**src/gate_fault_pkg.sv**
```systemverilog
// constants, field layout and timing helpers for the gate driver fault supervisor
package gate_fault_pkg;
	localparam int CLK_NS = 20;
	localparam int CCP_BASE_NS = 587;
	localparam int CCP_STEP_NS = 266;
	localparam int FILT0_NS = 500;
	localparam int FILT1_NS = 1000;
	localparam int FILT2_NS = 2000;
	localparam int FILT3_NS = 6000;
	localparam int TW = 9;
	localparam int NHB = 3;
	localparam int NSYNC = 10;

	localparam logic [7:0] OFS_LS = 8'h00;
	localparam logic [7:0] OFS_HS = 8'h04;
	localparam logic [7:0] OFS_CTRL = 8'h08;
	localparam logic [7:0] OFS_CCP = 8'h0C;
	localparam logic [7:0] OFS_FAULT = 8'h10;
	localparam logic [7:0] OFS_GSTAT = 8'h14;

	localparam logic [31:0] RST_LS = 32'h00000049;
	localparam logic [31:0] RST_HS = 32'h00000049;
	localparam logic [11:0] RST_CTRL = 12'h000;
	localparam logic [31:0] RST_CCP = 32'h00000000;
	localparam logic [5:0] RST_FAULT = 6'h00;

	localparam int FILT_LSB = 9;
	localparam int PWM_LSB = 6;
	localparam int AFW_LSB = 9;
	localparam int BLK_ACT_LSB = 24;
	localparam int BLK_FW_LSB = 28;
	localparam int HS_FLT_LSB = 3;

	localparam logic [TW-1:0] FILT0_CYC = TW'(FILT0_NS / CLK_NS);
	localparam logic [TW-1:0] FILT1_CYC = TW'(FILT1_NS / CLK_NS);
	localparam logic [TW-1:0] FILT2_CYC = TW'(FILT2_NS / CLK_NS);
	localparam logic [TW-1:0] FILT3_CYC = TW'(FILT3_NS / CLK_NS);

	typedef enum logic [1:0] {
		MODE_FLOAT = 2'b00,
		MODE_LS_ON = 2'b01,
		MODE_HS_ON = 2'b10,
		MODE_OFF = 2'b11
	} drive_t;

	// typical time rounded up so a dead time never comes out short
	function automatic logic [TW-1:0] interval_cycles(input logic [3:0] code);
		int ns;
		ns = CCP_BASE_NS + CCP_STEP_NS * int'(code);
		return TW'((ns + CLK_NS - 1) / CLK_NS);
	endfunction : interval_cycles
endpackage : gate_fault_pkg

```
**src/interval_timer.sv**
```systemverilog
// down counter that stays busy for a loaded number of cycles
`timescale 1ns/1ps
module interval_timer
	import gate_fault_pkg::*;
(
	input wire logic clk,
	input wire logic rst,
	input wire logic start,
	input wire logic [TW-1:0] len,
	output logic busy
);
	logic [TW-1:0] cnt_q;

	always_ff @(posedge clk or posedge rst)
	begin
		if (rst)
			cnt_q <= '0;
		else if (start)
			cnt_q <= len;
		else if (cnt_q != '0)
			cnt_q <= cnt_q - TW'(1);
	end

	assign busy = (cnt_q != '0);
endmodule : interval_timer

```
**src/gate_fault_supervisor.sv**
```systemverilog
// three half-bridge gate sequencer with drain-source fault supervision and apb registers
`timescale 1ns/1ps
// What this block does
// - low-side overvoltage flags fault, latches bridge off
// - high-side overvoltage flags fault, latches bridge off
// - low-side threshold code, default 001
// - high-side threshold code, same mapping, default 001
// - fault only after blank and filter time
// - filter select 0.5, 1, 2, 6 us
// - fault discharges bridge for dead time, sets status
// - bridge stays off until fault status cleared
// - never both gates of a bridge on
// - per-bridge dead times, 587 ns plus 266 ns steps
// - blank times 587 ns plus 266 ns steps
// - blank starts at turn-on, masks detection
// - pwm gate blank starts after its dead time
// - freewheel gate blank starts after dead time
// - static swap blank starts after dead time
// - from high impedance blank starts at once
// - blank reapplied after supply recovery
// - mode 11 actively off, 01/10 monitored on-states
module gate_fault_supervisor
	import gate_fault_pkg::*;
(
	input wire logic CLK,
	input wire logic RST,
	input wire logic PSEL,
	input wire logic PENABLE,
	input wire logic PWRITE,
	input wire logic [7:0] PADDR,
	input wire logic [31:0] PWDATA,
	output logic [31:0] PRDATA,
	output logic PREADY,
	output logic PSLVERR,
	input wire logic [NHB-1:0] PWM_IN,
	input wire logic [NHB-1:0] HS_OVER,
	input wire logic [NHB-1:0] LS_OVER,
	input wire logic SUPPLY_OK,
	output logic [NHB-1:0] HS_GATE,
	output logic [NHB-1:0] LS_GATE,
	output logic [NHB-1:0] DISCHARGE,
	output logic [8:0] LOWSIDE_TRIP_LEVEL,
	output logic [8:0] HIGHSIDE_TRIP_LEVEL
);
	logic [NSYNC-1:0] meta_q;
	logic [NSYNC-1:0] sync_q;
	logic [NHB-1:0] pwm_s;
	logic [NHB-1:0] hs_ov_s;
	logic [NHB-1:0] ls_ov_s;
	logic sup_s;
	logic [31:0] lowside_threshold_reg_q;
	logic [31:0] highside_threshold_reg_q;
	logic [11:0] ctrl_q;
	logic [31:0] deadtime_blank_cfg_q;
	logic [5:0] drain_fault_status_q;
	logic [5:0] drain_fault_status_d;
	logic [5:0] fault_set;
	logic [31:0] rd_val;
	logic mapped;
	logic access;
	logic wr_en;
	logic [1:0] trip_filter_sel;
	logic [TW-1:0] filt_len;
	logic [NHB-1:0] hs_mon;
	logic [NHB-1:0] ls_mon;
	logic [NHB-1:0] latched;

	// pins are asynchronous to CLK; only the second stage is read
	always_ff @(posedge CLK or posedge RST)
	begin
		if (RST)
		begin
			meta_q <= '0;
			sync_q <= '0;
		end
		else
		begin
			meta_q <= {SUPPLY_OK, LS_OVER, HS_OVER, PWM_IN};
			sync_q <= meta_q;
		end
	end

	assign pwm_s = sync_q[2:0];
	assign hs_ov_s = sync_q[5:3];
	assign ls_ov_s = sync_q[8:6];
	assign sup_s = sync_q[9];

	assign access = PSEL && PENABLE;
	assign wr_en = access && PREADY && PWRITE;

	// one wait state so read data and ready both come from flops
	always_ff @(posedge CLK or posedge RST)
	begin
		if (RST)
		begin
			PREADY <= 1'b0;
			PRDATA <= '0;
			PSLVERR <= 1'b0;
		end
		else
		begin
			PREADY <= access && !PREADY;
			if (access && !PREADY)
			begin
				PRDATA <= PWRITE ? 32'h00000000 : rd_val;
				PSLVERR <= !mapped;
			end
		end
	end

	always_comb
	begin
		mapped = 1'b1;
		case (PADDR)
			OFS_LS: rd_val = {21'h000000, lowside_threshold_reg_q[10:0]};
			OFS_HS: rd_val = {23'h000000, highside_threshold_reg_q[8:0]};
			OFS_CTRL: rd_val = {20'h00000, ctrl_q};
			OFS_CCP: rd_val = deadtime_blank_cfg_q;
			OFS_FAULT: rd_val = {26'h0000000, drain_fault_status_q};
			OFS_GSTAT: rd_val = {22'h000000, latched, LS_GATE, HS_GATE,
				|drain_fault_status_q};
			default:
			begin
				rd_val = 32'h00000000;
				mapped = 1'b0;
			end
		endcase
	end

	// threshold codes go straight to the analog comparators
	always_ff @(posedge CLK or posedge RST)
	begin
		if (RST)
		begin
			lowside_threshold_reg_q <= RST_LS;
			highside_threshold_reg_q <= RST_HS;
		end
		else if (wr_en && PADDR == OFS_LS)
			lowside_threshold_reg_q <= {21'h000000, PWDATA[10:0]};
		else if (wr_en && PADDR == OFS_HS)
			highside_threshold_reg_q <= {23'h000000, PWDATA[8:0]};
	end

	assign LOWSIDE_TRIP_LEVEL = lowside_threshold_reg_q[8:0];
	assign HIGHSIDE_TRIP_LEVEL = highside_threshold_reg_q[8:0];

	// timing is not guarded against live edits; software must hold pwm off
	always_ff @(posedge CLK or posedge RST)
	begin
		if (RST)
		begin
			ctrl_q <= RST_CTRL;
			deadtime_blank_cfg_q <= RST_CCP;
		end
		else if (wr_en && PADDR == OFS_CTRL)
			ctrl_q <= PWDATA[11:0];
		else if (wr_en && PADDR == OFS_CCP)
			deadtime_blank_cfg_q <= PWDATA;
	end

	// write one to clear; a new fault in the same cycle wins
	always_comb
	begin
		drain_fault_status_d = drain_fault_status_q;
		if (wr_en && PADDR == OFS_FAULT)
			drain_fault_status_d = drain_fault_status_q & ~PWDATA[5:0];
		drain_fault_status_d = drain_fault_status_d | fault_set;
	end

	always_ff @(posedge CLK or posedge RST)
	begin
		if (RST)
			drain_fault_status_q <= RST_FAULT;
		else
			drain_fault_status_q <= drain_fault_status_d;
	end

	assign trip_filter_sel = lowside_threshold_reg_q[FILT_LSB+1:FILT_LSB];

	always_comb
	begin
		unique case (trip_filter_sel)
			2'b00: filt_len = FILT0_CYC;
			2'b01: filt_len = FILT1_CYC;
			2'b10: filt_len = FILT2_CYC;
			2'b11: filt_len = FILT3_CYC;
		endcase
	end

	for (genvar x = 0; x < NHB; x++)
	begin : g_hb
		drive_t mode;
		logic pwm_en;
		logic afw;
		logic want_hs;
		logic want_ls;
		logic hs_q;
		logic ls_q;
		logic disch_q;
		logic hs_off;
		logic ls_off;
		logic hs_on;
		logic ls_on;
		logic off_pwm_fet;
		logic ccp_busy;
		logic hs_blk_busy;
		logic ls_blk_busy;
		logic [TW-1:0] ccp_len;
		logic [TW-1:0] blk_act;
		logic [TW-1:0] blk_fw;
		logic [TW-1:0] hs_flt_q;
		logic [TW-1:0] ls_flt_q;

		assign mode = drive_t'(ctrl_q[2*x+1:2*x]);
		assign pwm_en = ctrl_q[PWM_LSB+x];
		assign afw = ctrl_q[AFW_LSB+x];
		assign latched[x] = drain_fault_status_q[x] | drain_fault_status_q[HS_FLT_LSB+x]
			| fault_set[x] | fault_set[HS_FLT_LSB+x];

		// requested gate levels; only 01 and 10 ever turn a gate on
		always_comb
		begin
			want_hs = 1'b0;
			want_ls = 1'b0;
			unique case (mode)
				MODE_HS_ON:
				begin
					want_hs = pwm_en ? pwm_s[x] : 1'b1;
					want_ls = pwm_en && afw && !pwm_s[x];
				end
				MODE_LS_ON:
				begin
					want_ls = pwm_en ? pwm_s[x] : 1'b1;
					want_hs = pwm_en && afw && !pwm_s[x];
				end
				MODE_FLOAT, MODE_OFF:
				begin
					want_hs = 1'b0;
					want_ls = 1'b0;
				end
			endcase
			if (latched[x] || !sup_s)
			begin
				want_hs = 1'b0;
				want_ls = 1'b0;
			end
		end

		assign hs_off = hs_q && !want_hs;
		assign ls_off = ls_q && !want_ls;
		// a gate turns on only once the other is off and the dead time ran out
		assign hs_on = !hs_q && want_hs && !ls_q && !ccp_busy;
		assign ls_on = !ls_q && want_ls && !hs_q && !ccp_busy;

		// pwm gate going off hands over to the freewheel gate: freewheel dead time
		assign off_pwm_fet = pwm_en && afw && !latched[x] &&
			((hs_off && mode == MODE_HS_ON) || (ls_off && mode == MODE_LS_ON));
		assign ccp_len = off_pwm_fet ?
			interval_cycles(deadtime_blank_cfg_q[8*x+7:8*x+4]) :
			interval_cycles(deadtime_blank_cfg_q[8*x+3:8*x]);
		assign blk_act = interval_cycles(deadtime_blank_cfg_q[BLK_ACT_LSB+3:BLK_ACT_LSB]);
		assign blk_fw = interval_cycles(deadtime_blank_cfg_q[BLK_FW_LSB+3:BLK_FW_LSB]);

		interval_timer u_ccp (
			.clk(CLK),
			.rst(RST),
			.start(hs_off || ls_off),
			.len(ccp_len),
			.busy(ccp_busy)
		);

		// turn-on waits out any dead time, so blank always starts at turn-on;
		// from high impedance there is no dead time and it starts at once
		interval_timer u_hs_blk (
			.clk(CLK),
			.rst(RST),
			.start(hs_on),
			.len(mode == MODE_LS_ON ? blk_fw : blk_act),
			.busy(hs_blk_busy)
		);

		interval_timer u_ls_blk (
			.clk(CLK),
			.rst(RST),
			.start(ls_on),
			.len(mode == MODE_HS_ON ? blk_fw : blk_act),
			.busy(ls_blk_busy)
		);

		always_ff @(posedge CLK or posedge RST)
		begin
			if (RST)
			begin
				hs_q <= 1'b0;
				ls_q <= 1'b0;
			end
			else
			begin
				if (hs_off)
					hs_q <= 1'b0;
				else if (hs_on)
					hs_q <= 1'b1;
				if (ls_off)
					ls_q <= 1'b0;
				else if (ls_on)
					ls_q <= 1'b1;
			end
		end

		// comparators only count while the gate is on and past its blank
		assign hs_mon[x] = hs_q && !hs_blk_busy && hs_ov_s[x];
		assign ls_mon[x] = ls_q && !ls_blk_busy && ls_ov_s[x];

		always_ff @(posedge CLK or posedge RST)
		begin
			if (RST)
			begin
				hs_flt_q <= '0;
				ls_flt_q <= '0;
			end
			else
			begin
				hs_flt_q <= !hs_mon[x] ? '0 :
					(hs_flt_q == filt_len ? hs_flt_q : hs_flt_q + TW'(1));
				ls_flt_q <= !ls_mon[x] ? '0 :
					(ls_flt_q == filt_len ? ls_flt_q : ls_flt_q + TW'(1));
			end
		end

		// still above threshold after the full filter count means longer than it
		assign fault_set[HS_FLT_LSB+x] = hs_mon[x] && hs_flt_q == filt_len;
		assign fault_set[x] = ls_mon[x] && ls_flt_q == filt_len;

		// static discharge in mode 11, and for the dead time after a fault
		always_ff @(posedge CLK or posedge RST)
		begin
			if (RST)
				disch_q <= 1'b0;
			else
				disch_q <= mode == MODE_OFF || (latched[x] && (ccp_busy || hs_off || ls_off));
		end

		assign HS_GATE[x] = hs_q;
		assign LS_GATE[x] = ls_q;
		assign DISCHARGE[x] = disch_q;
	end
endmodule : gate_fault_supervisor

```
**config.mk**
```make
export PLATFORM = sky130hd
export DESIGN_NAME = gate_fault_supervisor
export DESIGN_NICKNAME = d
export VERILOG_FILES = /design/src/gate_fault_pkg.sv /design/src/interval_timer.sv /design/src/gate_fault_supervisor.sv
export SDC_FILE = /design/constraint.sdc
export NUM_CORES = 1
export LEC_CHECK = 0
export BUFFER_PORTS_ARGS = -buffer_cell sky130_fd_sc_hd__buf_2
export CELL_PAD_IN_SITES_DETAIL_PLACEMENT = 1
export CELL_PAD_IN_SITES_GLOBAL_PLACEMENT = 1
export CORE_MARGIN = 5
export CORE_UTILIZATION = 44
export CTS_CLUSTER_DIAMETER = 100
export DETAILED_ROUTE_END_ITERATION = 10
export PLACE_DENSITY = 0.91
export SLEW_MARGIN = 10
export SYNTH_ARGS = -nofsm -noshare
export SYNTH_HDL_FRONTEND = slang
export SYNTH_HIERARCHICAL = 1
export SYNTH_SLANG_ARGS = --single-unit
```
**constraint.sdc**
```tcl
create_clock -name CLK -period 7.75 [get_ports CLK]
set_input_delay 1.55 -clock CLK [delete_from_list [all_inputs] [get_ports CLK]]
set_output_delay 1.55 -clock CLK [all_outputs]
set_load 0.03 [all_outputs]
```
==> summary.txt, run 1 <==
Run status
  • Outcome: finished clean

STA
  • Fmax: between 100 and 150 MHz
  • Setup WS post-layout: around 0.39 ns
  • RSZ-0062 raised after global routing: true
  • Worst Tran Pin Value: 1.190 ns
  • Clock Skew: roughly 0.034 ns
  • Final setup viols: 0
  • Slew HR: 0.2008
  • Slew Limit Fails: 0
  • Fin crit share: 0.9500
  • Worst hold slack: around 0.33 ns
  • Fin crit period: 7.362 ns
  • Final Hold Violating Endpoints: 0

Clock tree
  • CTS tree: done
  • Clock sinks: around 270
  • Clock Tree Root: clkbuf_16
  • Clk buf depth: 3
  • H-tree depth reported by CTS: 1
  • CTS Buf Count: 31
  • Clock latency on the worst-skew pair: 0.61 ns
  • Hold buffers post-CTS: 0
  • Clk pin slew, worst setup/hold paths: 0.07 ns

GRT
  • Met2 Use GR: 0.4665
  • Vias in the first global route: 23880
  • First-pass GRT wire length: 128.6 mm
  • Initial antenna violation count: 1
  • Grt peak-use layer: met2
  • Met3 usage: 0.03491
  • M1 GR Usage: 0.3543
  • Global Route Usage Sum: 0.2709
  • Total grt overflow: 0
  • Largest net degree at the start of global routing: 109

Floorplan
  • Die Y: 237.9 microns
  • I/O Pins: 116
  • Die Span X: around 240 microns
  • Core box area: 0.05141 sq mm
  • Die area: 0.05658 sq mm
  • Row Count: between 80 and 90
  • Initial core utilization: 0.4444

Logic synthesis
  • Seq cells post-synth: about 270
  • Distinct cell type count after synthesis: 115
  • Prevailing post-synth register cell: dfrtp_1
  • Post-synth EDFFs: 0
  • Area share of the largest cell type after synthesis: 0.2870
  • Post-Syn Area per Cell: 8.403 sq um
  • Post-Synthesis Cell Area: 0.02285 sq mm
  • Top post-synthesis cells by area: dfrtp_1 29%, ha_1 5.0%, nor2_1 4.7%, mux2_2 4.7%, xnor2_1 4.6%
  • YS warnings: 6
  • Most common cell in the netlist: nor2_1
  • Synth Instances: 2719
  • Synth cell count leaders: 287 x nor2_1, 262 x dfrtp_1, 229 x nand2_1, 131 x o21ai_0, 123 x inv_1
  • Net Count, Synth: 2866
  • Yosys top cell by area: dfrtp_1
  • Sequential cell area fraction in the yosys report: 0.2939
  • Post-synth ARST share: 1.000

Routing
  • Via-to-Cell Ratio: 6.528
  • First-pass DRT Iterations: 7
  • DR iter-0 viols: 1657
  • Detailed Route WL: slightly above 80 mm
  • Remaining antenna violation count: 0
  • WL per Instance: 23.01 microns
  • Residual DRC count: 0
  • Vias: roughly 23000

Cells and area
  • Share of cells above drive strength 1: 0.1694
  • Fin nets: 2962
  • Finished Cell Area: 0.02566 sq mm
  • Area growth from synthesis to layout: 12.31%
  • Layout filler cell count: 6095
  • Util after Layout: 0.4991

Worst setup path
  • Worst EP arrival: 7.82 ns
  • Most frequent CP cell: inv_1
  • Max FO, Critical Path: 9
  • Crit path from: g_hb[1].u_ls_blk/cnt_q[0]
  • Slowest stage cell, crit path: or4b_1
  • Slowest stage delay, CP: 0.64 ns
  • R2r startpoint: g_hb[1].u_ls_blk/cnt_q[0]
  • Critical path data required time: 8.21 ns
  • Worst Reg2Reg Path Length in Cells: 30
  • Crit end category: register
  • Crit start category: register
  • Critical path class: register to register

Pwr
  • Power Dens Cells: 163.1 mW/mm^2
  • Leak Pwr: 11.47 nW
  • Gate power share: 0.239
  • Pint: roughly 0.0028 W
  • Clock Power Share: 0.393
  • Net Sw Frac: 0.3263
  • Sw power: approximately 0.0014 W
  • Flop pwr share: 0.368
  • Peak supply drop: 0.1601 mV
  • Final Total Pwr: around 0.0042 W

Placed design
  • Final RePlAce weighted congestion: 0.9630
  • Post-DP Area: approximately 0.024 sq mm
  • Post-DP HPWL: 59.29 mm
  • Pre-CTS WS: -0.02177 ns
  • I/O Buffers: 115

Hold path
  • Hold Crit Depth: 0
  • Worst Hold Launch: meta_q[4]
  • Min-Delay Path Class: register to register

Run
  • Max cap viols: 0
## sequential cells by signal, summed over array words and instances, names as in the netlist, 6 cells and up
name / cells
PRDATA: 32
ctrl_q: 12
deadtime_blank_cfg_q: 32
drain_fault_status_q: 6
g_hb.hs_flt_q: 27
g_hb.ls_flt_q: 27
g_hb.u_ccp/cnt_q: 27
g_hb.u_hs_blk/cnt_q: 27
g_hb.u_ls_blk/cnt_q: 27
highside_threshold_reg_q: 9
lowside_threshold_reg_q: 11
meta_q: 10
sync_q: 10
## placed cells by master (no fill, tap or decap), drive strengths merged, types with 62 or more instances in the layout
cell type / count
ha: 92
inv: 129
o21ai: 142
mux2i: 62
buf: 204
nor3: 87
nand3: 76
a21oi: 113
nor2: 289
mux2: 95
xnor2: 126
dfrtp: 262
nand2: 229
## final cells by class
class / count / area (sq um) / share of cell area
Clock buffer: 36 / 834.6 / 0.03253
Clock inverter: 21 / 296.5 / 0.01156
Sequential cell: 268 / 6714 / 0.2617
Inverter: 128 / 488.0 / 0.01902
Timing Repair Buffer: 204 / 1244 / 0.04847
Antenna cell: 1 / 2.502 / 0.00009753
Multi-Input combinational cell: 2182 / 15230 / 0.5935
Tap cell: 680 / 850.8 / 0.03316
## power groups by stage
stage	Sequential [W]	Clock, W	Combinational [W]
3_3_place_gp	0.00156	0	0.000877
5_1_grt	0.00155	0.00172	0.00109
3_5_place_dp	0.00156	0	0.000960
6_report	0.00154	0.00164	0.00100
2_1_floorplan	0.00154	0	0.000708
4_1_cts	0.00154	0.00166	0.000986
## stage by stage
stage / setup TNS [ns] / std cells
3_5_place_dp: -0.02177 / 3446
2_1_floorplan: 0 / 2719
5_1_grt: -0.1199 / 3520
6_report: 0 / 3520
3_3_place_gp: 0 / 3446
4_1_cts: 0 / 3503
## final timing paths
kind / end / slack [ns]
max reg2reg: g_hb[1].u_ccp/cnt_q[0] / 0.39
max: g_hb[1].u_ccp/cnt_q[0] / 0.39
min in group asynchronous: g_hb[0].u_ccp/cnt_q[7] / 1.16
max in group asynchronous: deadtime_blank_cfg_q[6] / 4.92
min: sync_q[4] / 0.33
min reg2reg: sync_q[4] / 0.33
## per-layer routing
layer  vias to the layer above  wire, microns
met5                         -              0
met4                         0           2776
met3                       210           4880
met2                       796          39400
met1                     11640          33920
li1                      10330              -
## timing repair
item                       4_1_cts  5_1_grt
pin swaps                        0        5
gates cloned                     0        1
setup endpoints to repair        2       15
gates resized for setup          3       29
buffers inserted                 0       15
## logic make-up after synthesis
kind of cell | after synthesis | synth area share
and+or+nand+nor | 1038 | 0.2313
AOI/OAI and AO/OA | 704 | 0.2240
buffers and inverters | 270 | 0.05066
DFF | 268 | 0.2939
xor gates and xnor gates | 183 | 0.07262
muxes | 157 | 0.07399
adders and majority gates | 99 | 0.05350
## critical path: cells and delay by family, from the launching register on
| family | cells | cell delay, ns |
|---|---|---|
| flip-flops | 1 | 0.41 |
| AO/OA/AOI/OAI | 9 | 1.74 |
| adder cells (fa/ha/maj) | 2 | 0.44 |
| buffers and inverters | 6 | 0.76 |
| multiplexers | 2 | 0.56 |
| AND/OR/NAND/NOR | 11 | 3.29 |
(Power assumes the default switching activity.)
==> run 2, diff against run 1 <==
--- a/config.mk
+++ b/config.mk
@@ -9,10 +9,12 @@
 export CELL_PAD_IN_SITES_DETAIL_PLACEMENT = 1
 export CELL_PAD_IN_SITES_GLOBAL_PLACEMENT = 1
 export CORE_MARGIN = 5
-export CORE_UTILIZATION = 44
+export CORE_UTILIZATION = 52
+export CTS_BUF_LIST = sky130_fd_sc_hd__clkbuf_16
 export CTS_CLUSTER_DIAMETER = 100
 export DETAILED_ROUTE_END_ITERATION = 10
-export PLACE_DENSITY = 0.91
+export PLACE_DENSITY = 0.95
+export SETUP_SLACK_MARGIN = 0.5
 export SLEW_MARGIN = 10
 export SYNTH_ARGS = -nofsm -noshare
 export SYNTH_HDL_FRONTEND = slang
==> constraint.sdc (replaced) <==
create_clock -name CLK -period 8.5 [get_ports CLK]
set_input_delay 1.7 -clock CLK [delete_from_list [all_inputs] [get_ports CLK]]
set_output_delay 1.7 -clock CLK [all_outputs]
set_load 0.03 [all_outputs]
==> summary.txt, run 2 (synthesized netlist as in run 1, its figures left out) <==
Routing
  • Vias: 24120
  • Via-to-Cell Ratio: 7.126
  • Residual DRC count: 0
  • DR iter-0 viols: 2708
  • WL per Instance: around 26 microns
  • Remaining antenna violation count: 0
  • Detailed Route WL: about 88 mm
  • First-pass DRT Iterations: 7

Worst setup path
  • Crit path depth: 27
  • Worst Reg2Reg Path Length in Cells: 27
  • Crit end category: register
  • Critical path data required time: around 8.9 ns
  • Max FO, Critical Path: 14
  • Flop2flop setup slack: 0.59 ns
  • Slowest stage cell, crit path: ha_1
  • Critical path class: register to register
  • Worst EP arrival: 8.28 ns
  • Top cell family by delay on the critical path: simple AND/OR/NAND/NOR gates
  • WP buf/inv: 4
  • Slowest stage delay, CP: 0.74 ns
  • Crit start category: register

STA
  • Fmax: around 130 MHz
  • Final setup viols: 0
  • Slew HR: 0.2381
  • Setup TNS: 0 ns
  • Final Hold Violating Endpoints: 0
  • Setup WS post-layout: 0.5886 ns
  • Worst Tran Pin Value: 1.134 ns
  • Fin crit period: 7.911 ns
  • RSZ-0062 raised after global routing: true
  • Clock Skew: 0.01483 ns
  • Slew Limit Fails: 0
  • Fin crit share: 0.9307

Floorplan
  • Die area: between 0.04 and 0.05 sq mm
  • Die Span X: 219.6 microns
  • I/O Pins: 116
  • Core box area: 0.04327 sq mm
  • Row Count: 76
  • Die Y: between 200 and 250 microns
  • Initial core utilization: 0.5281

Cells and area
  • Ant diodes: 0
  • Most frequent cells in the layout: 284 x nor2_1, 259 x dfrtp_1, 228 x nand2_1
  • Finished Cell Area: 0.02526 sq mm
  • Most common cell after layout, fill and taps aside: nor2_1
  • Fin nets: between 2000 and 3000
  • Share of cells above drive strength 1: 0.1564
  • Area growth from synthesis to layout: 10.56%
  • Largest regs: PRDATA (32), deadtime_blank_cfg_q (32)
  • Util after Layout: 0.5838

Clock tree
  • CTS tree: done
  • Clock latency on the worst-skew pair: 0.55 ns
  • Clk buf depth: 3
  • Clock sinks: roughly 270
  • H-tree depth reported by CTS: 2
  • Clk pin slew, worst setup/hold paths: 0.07 ns
  • CTS Buf Count: 34
  • Clock Tree Root: clkbuf_16

Placed design
  • Post-DP Area: 0.02378 sq mm
  • Post-DP HPWL: 57.96 mm
  • Final RePlAce weighted congestion: 0.9750
  • I/O Buffers: 115
  • Pre-CTS WS: 0.3198 ns

GRT
  • Total grt overflow: 0
  • Vias in the first global route: around 25000
  • Initial antenna violation count: 2
  • Global Route Usage Sum: 0.3430
  • First-pass GRT wire length: 135.2 mm
  • Largest net degree at the start of global routing: 128

Run
  • Max cap viols: 0

Pwr
  • Flop pwr share: 0.367
  • Sw power: 0.001315 W
  • Pint: approximately 0.0025 W
  • Net Sw Frac: 0.3424
  • Peak supply drop: ~0.13 mV
  • Leak Pwr: 11.35 nW
  • Power Dens Cells: 152.0 mW/mm^2
  • Gate power share: 0.250
  • Clock Power Share: 0.383

Hold path
  • Min-Delay Path Class: register to register
  • Hold Crit Depth: 0

Run status
  • Outcome: finished clean
==> run 2: cell types whose count changed in the layout (fill, tap and decap cells not counted), sizes merged <==
cell	previous run	this run
clkbuf	36	37
diode	1	0
a211oi	18	17
bufinv	6	2
buf	204	163
clkinvlp	3	1
clkinv	11	12
inv	129	136
==> run 2: what timing repair did <==
item / CTS / global route
gates resized for setup: 5 / 46
setup endpoints to repair: 4 / 18
hold buffers: 0 / 0
hold endpoints to repair: 0 / 0
pin swaps: 1 / 4
buffers inserted: 4 / 14
==> run 2: worst paths after layout <==
kind | to | startpoint
max | g_hb[1].u_ccp/cnt_q[0] | lowside_threshold_reg_q[9]
min | sync_q[8] | meta_q[8]
max reg2reg | g_hb[1].u_ccp/cnt_q[0] | lowside_threshold_reg_q[9]
min reg2reg | sync_q[8] | meta_q[8]
max in group asynchronous | deadtime_blank_cfg_q[26] | RST
min in group asynchronous | g_hb[2].u_hs_blk/cnt_q[3] | RST
==> run 2: final cells by class <==
class                   count  area [sq um]
inverters                 128         488.0
clock buffers              37         925.9
fillers                  5082         18010
clock inverters            23         157.7
well taps                 585         732.0
multi-input cells        2181         15300
flip-flops and latches    268          6718
repair buffers            163         935.9
==> run 2: routing by layer <==
layer	wire, microns	vias to the layer above	global-route usage
met5	28	-	0
met1	33290	11980	0.4086
li1	-	10270	-
met2	42400	1440	0.5887
met4	5024	4	0.1693
met3	7705	425	0.07254
==> run 2: power by group through the flow <==
stage / clock [W] / sequential (W) / combinational, W
floorplan: 0 / 0.00141 / 0.000646
global placement: 0 / 0.00142 / 0.000802
detailed placement: 0 / 0.00142 / 0.000867
CTS: 0.00147 / 0.00140 / 0.000910
global route: 0.00153 / 0.00141 / 0.00103
finish: 0.00147 / 0.00141 / 0.000959
==> run 2: through the flow <==
step | cells | total power, W | hold WS, ns
4_1_cts | 3371 | 0.003785 | 0.3465
5_1_grt | 3385 | 0.003968 | 0.3503
6_report | 3385 | 0.003840 | 0.3455
2_1_floorplan | 2719 | 0.002053 | 0.3312
3_5_place_dp | 3307 | 0.002290 | 0.3372
3_3_place_gp | 3307 | 0.002220 | 0.3343
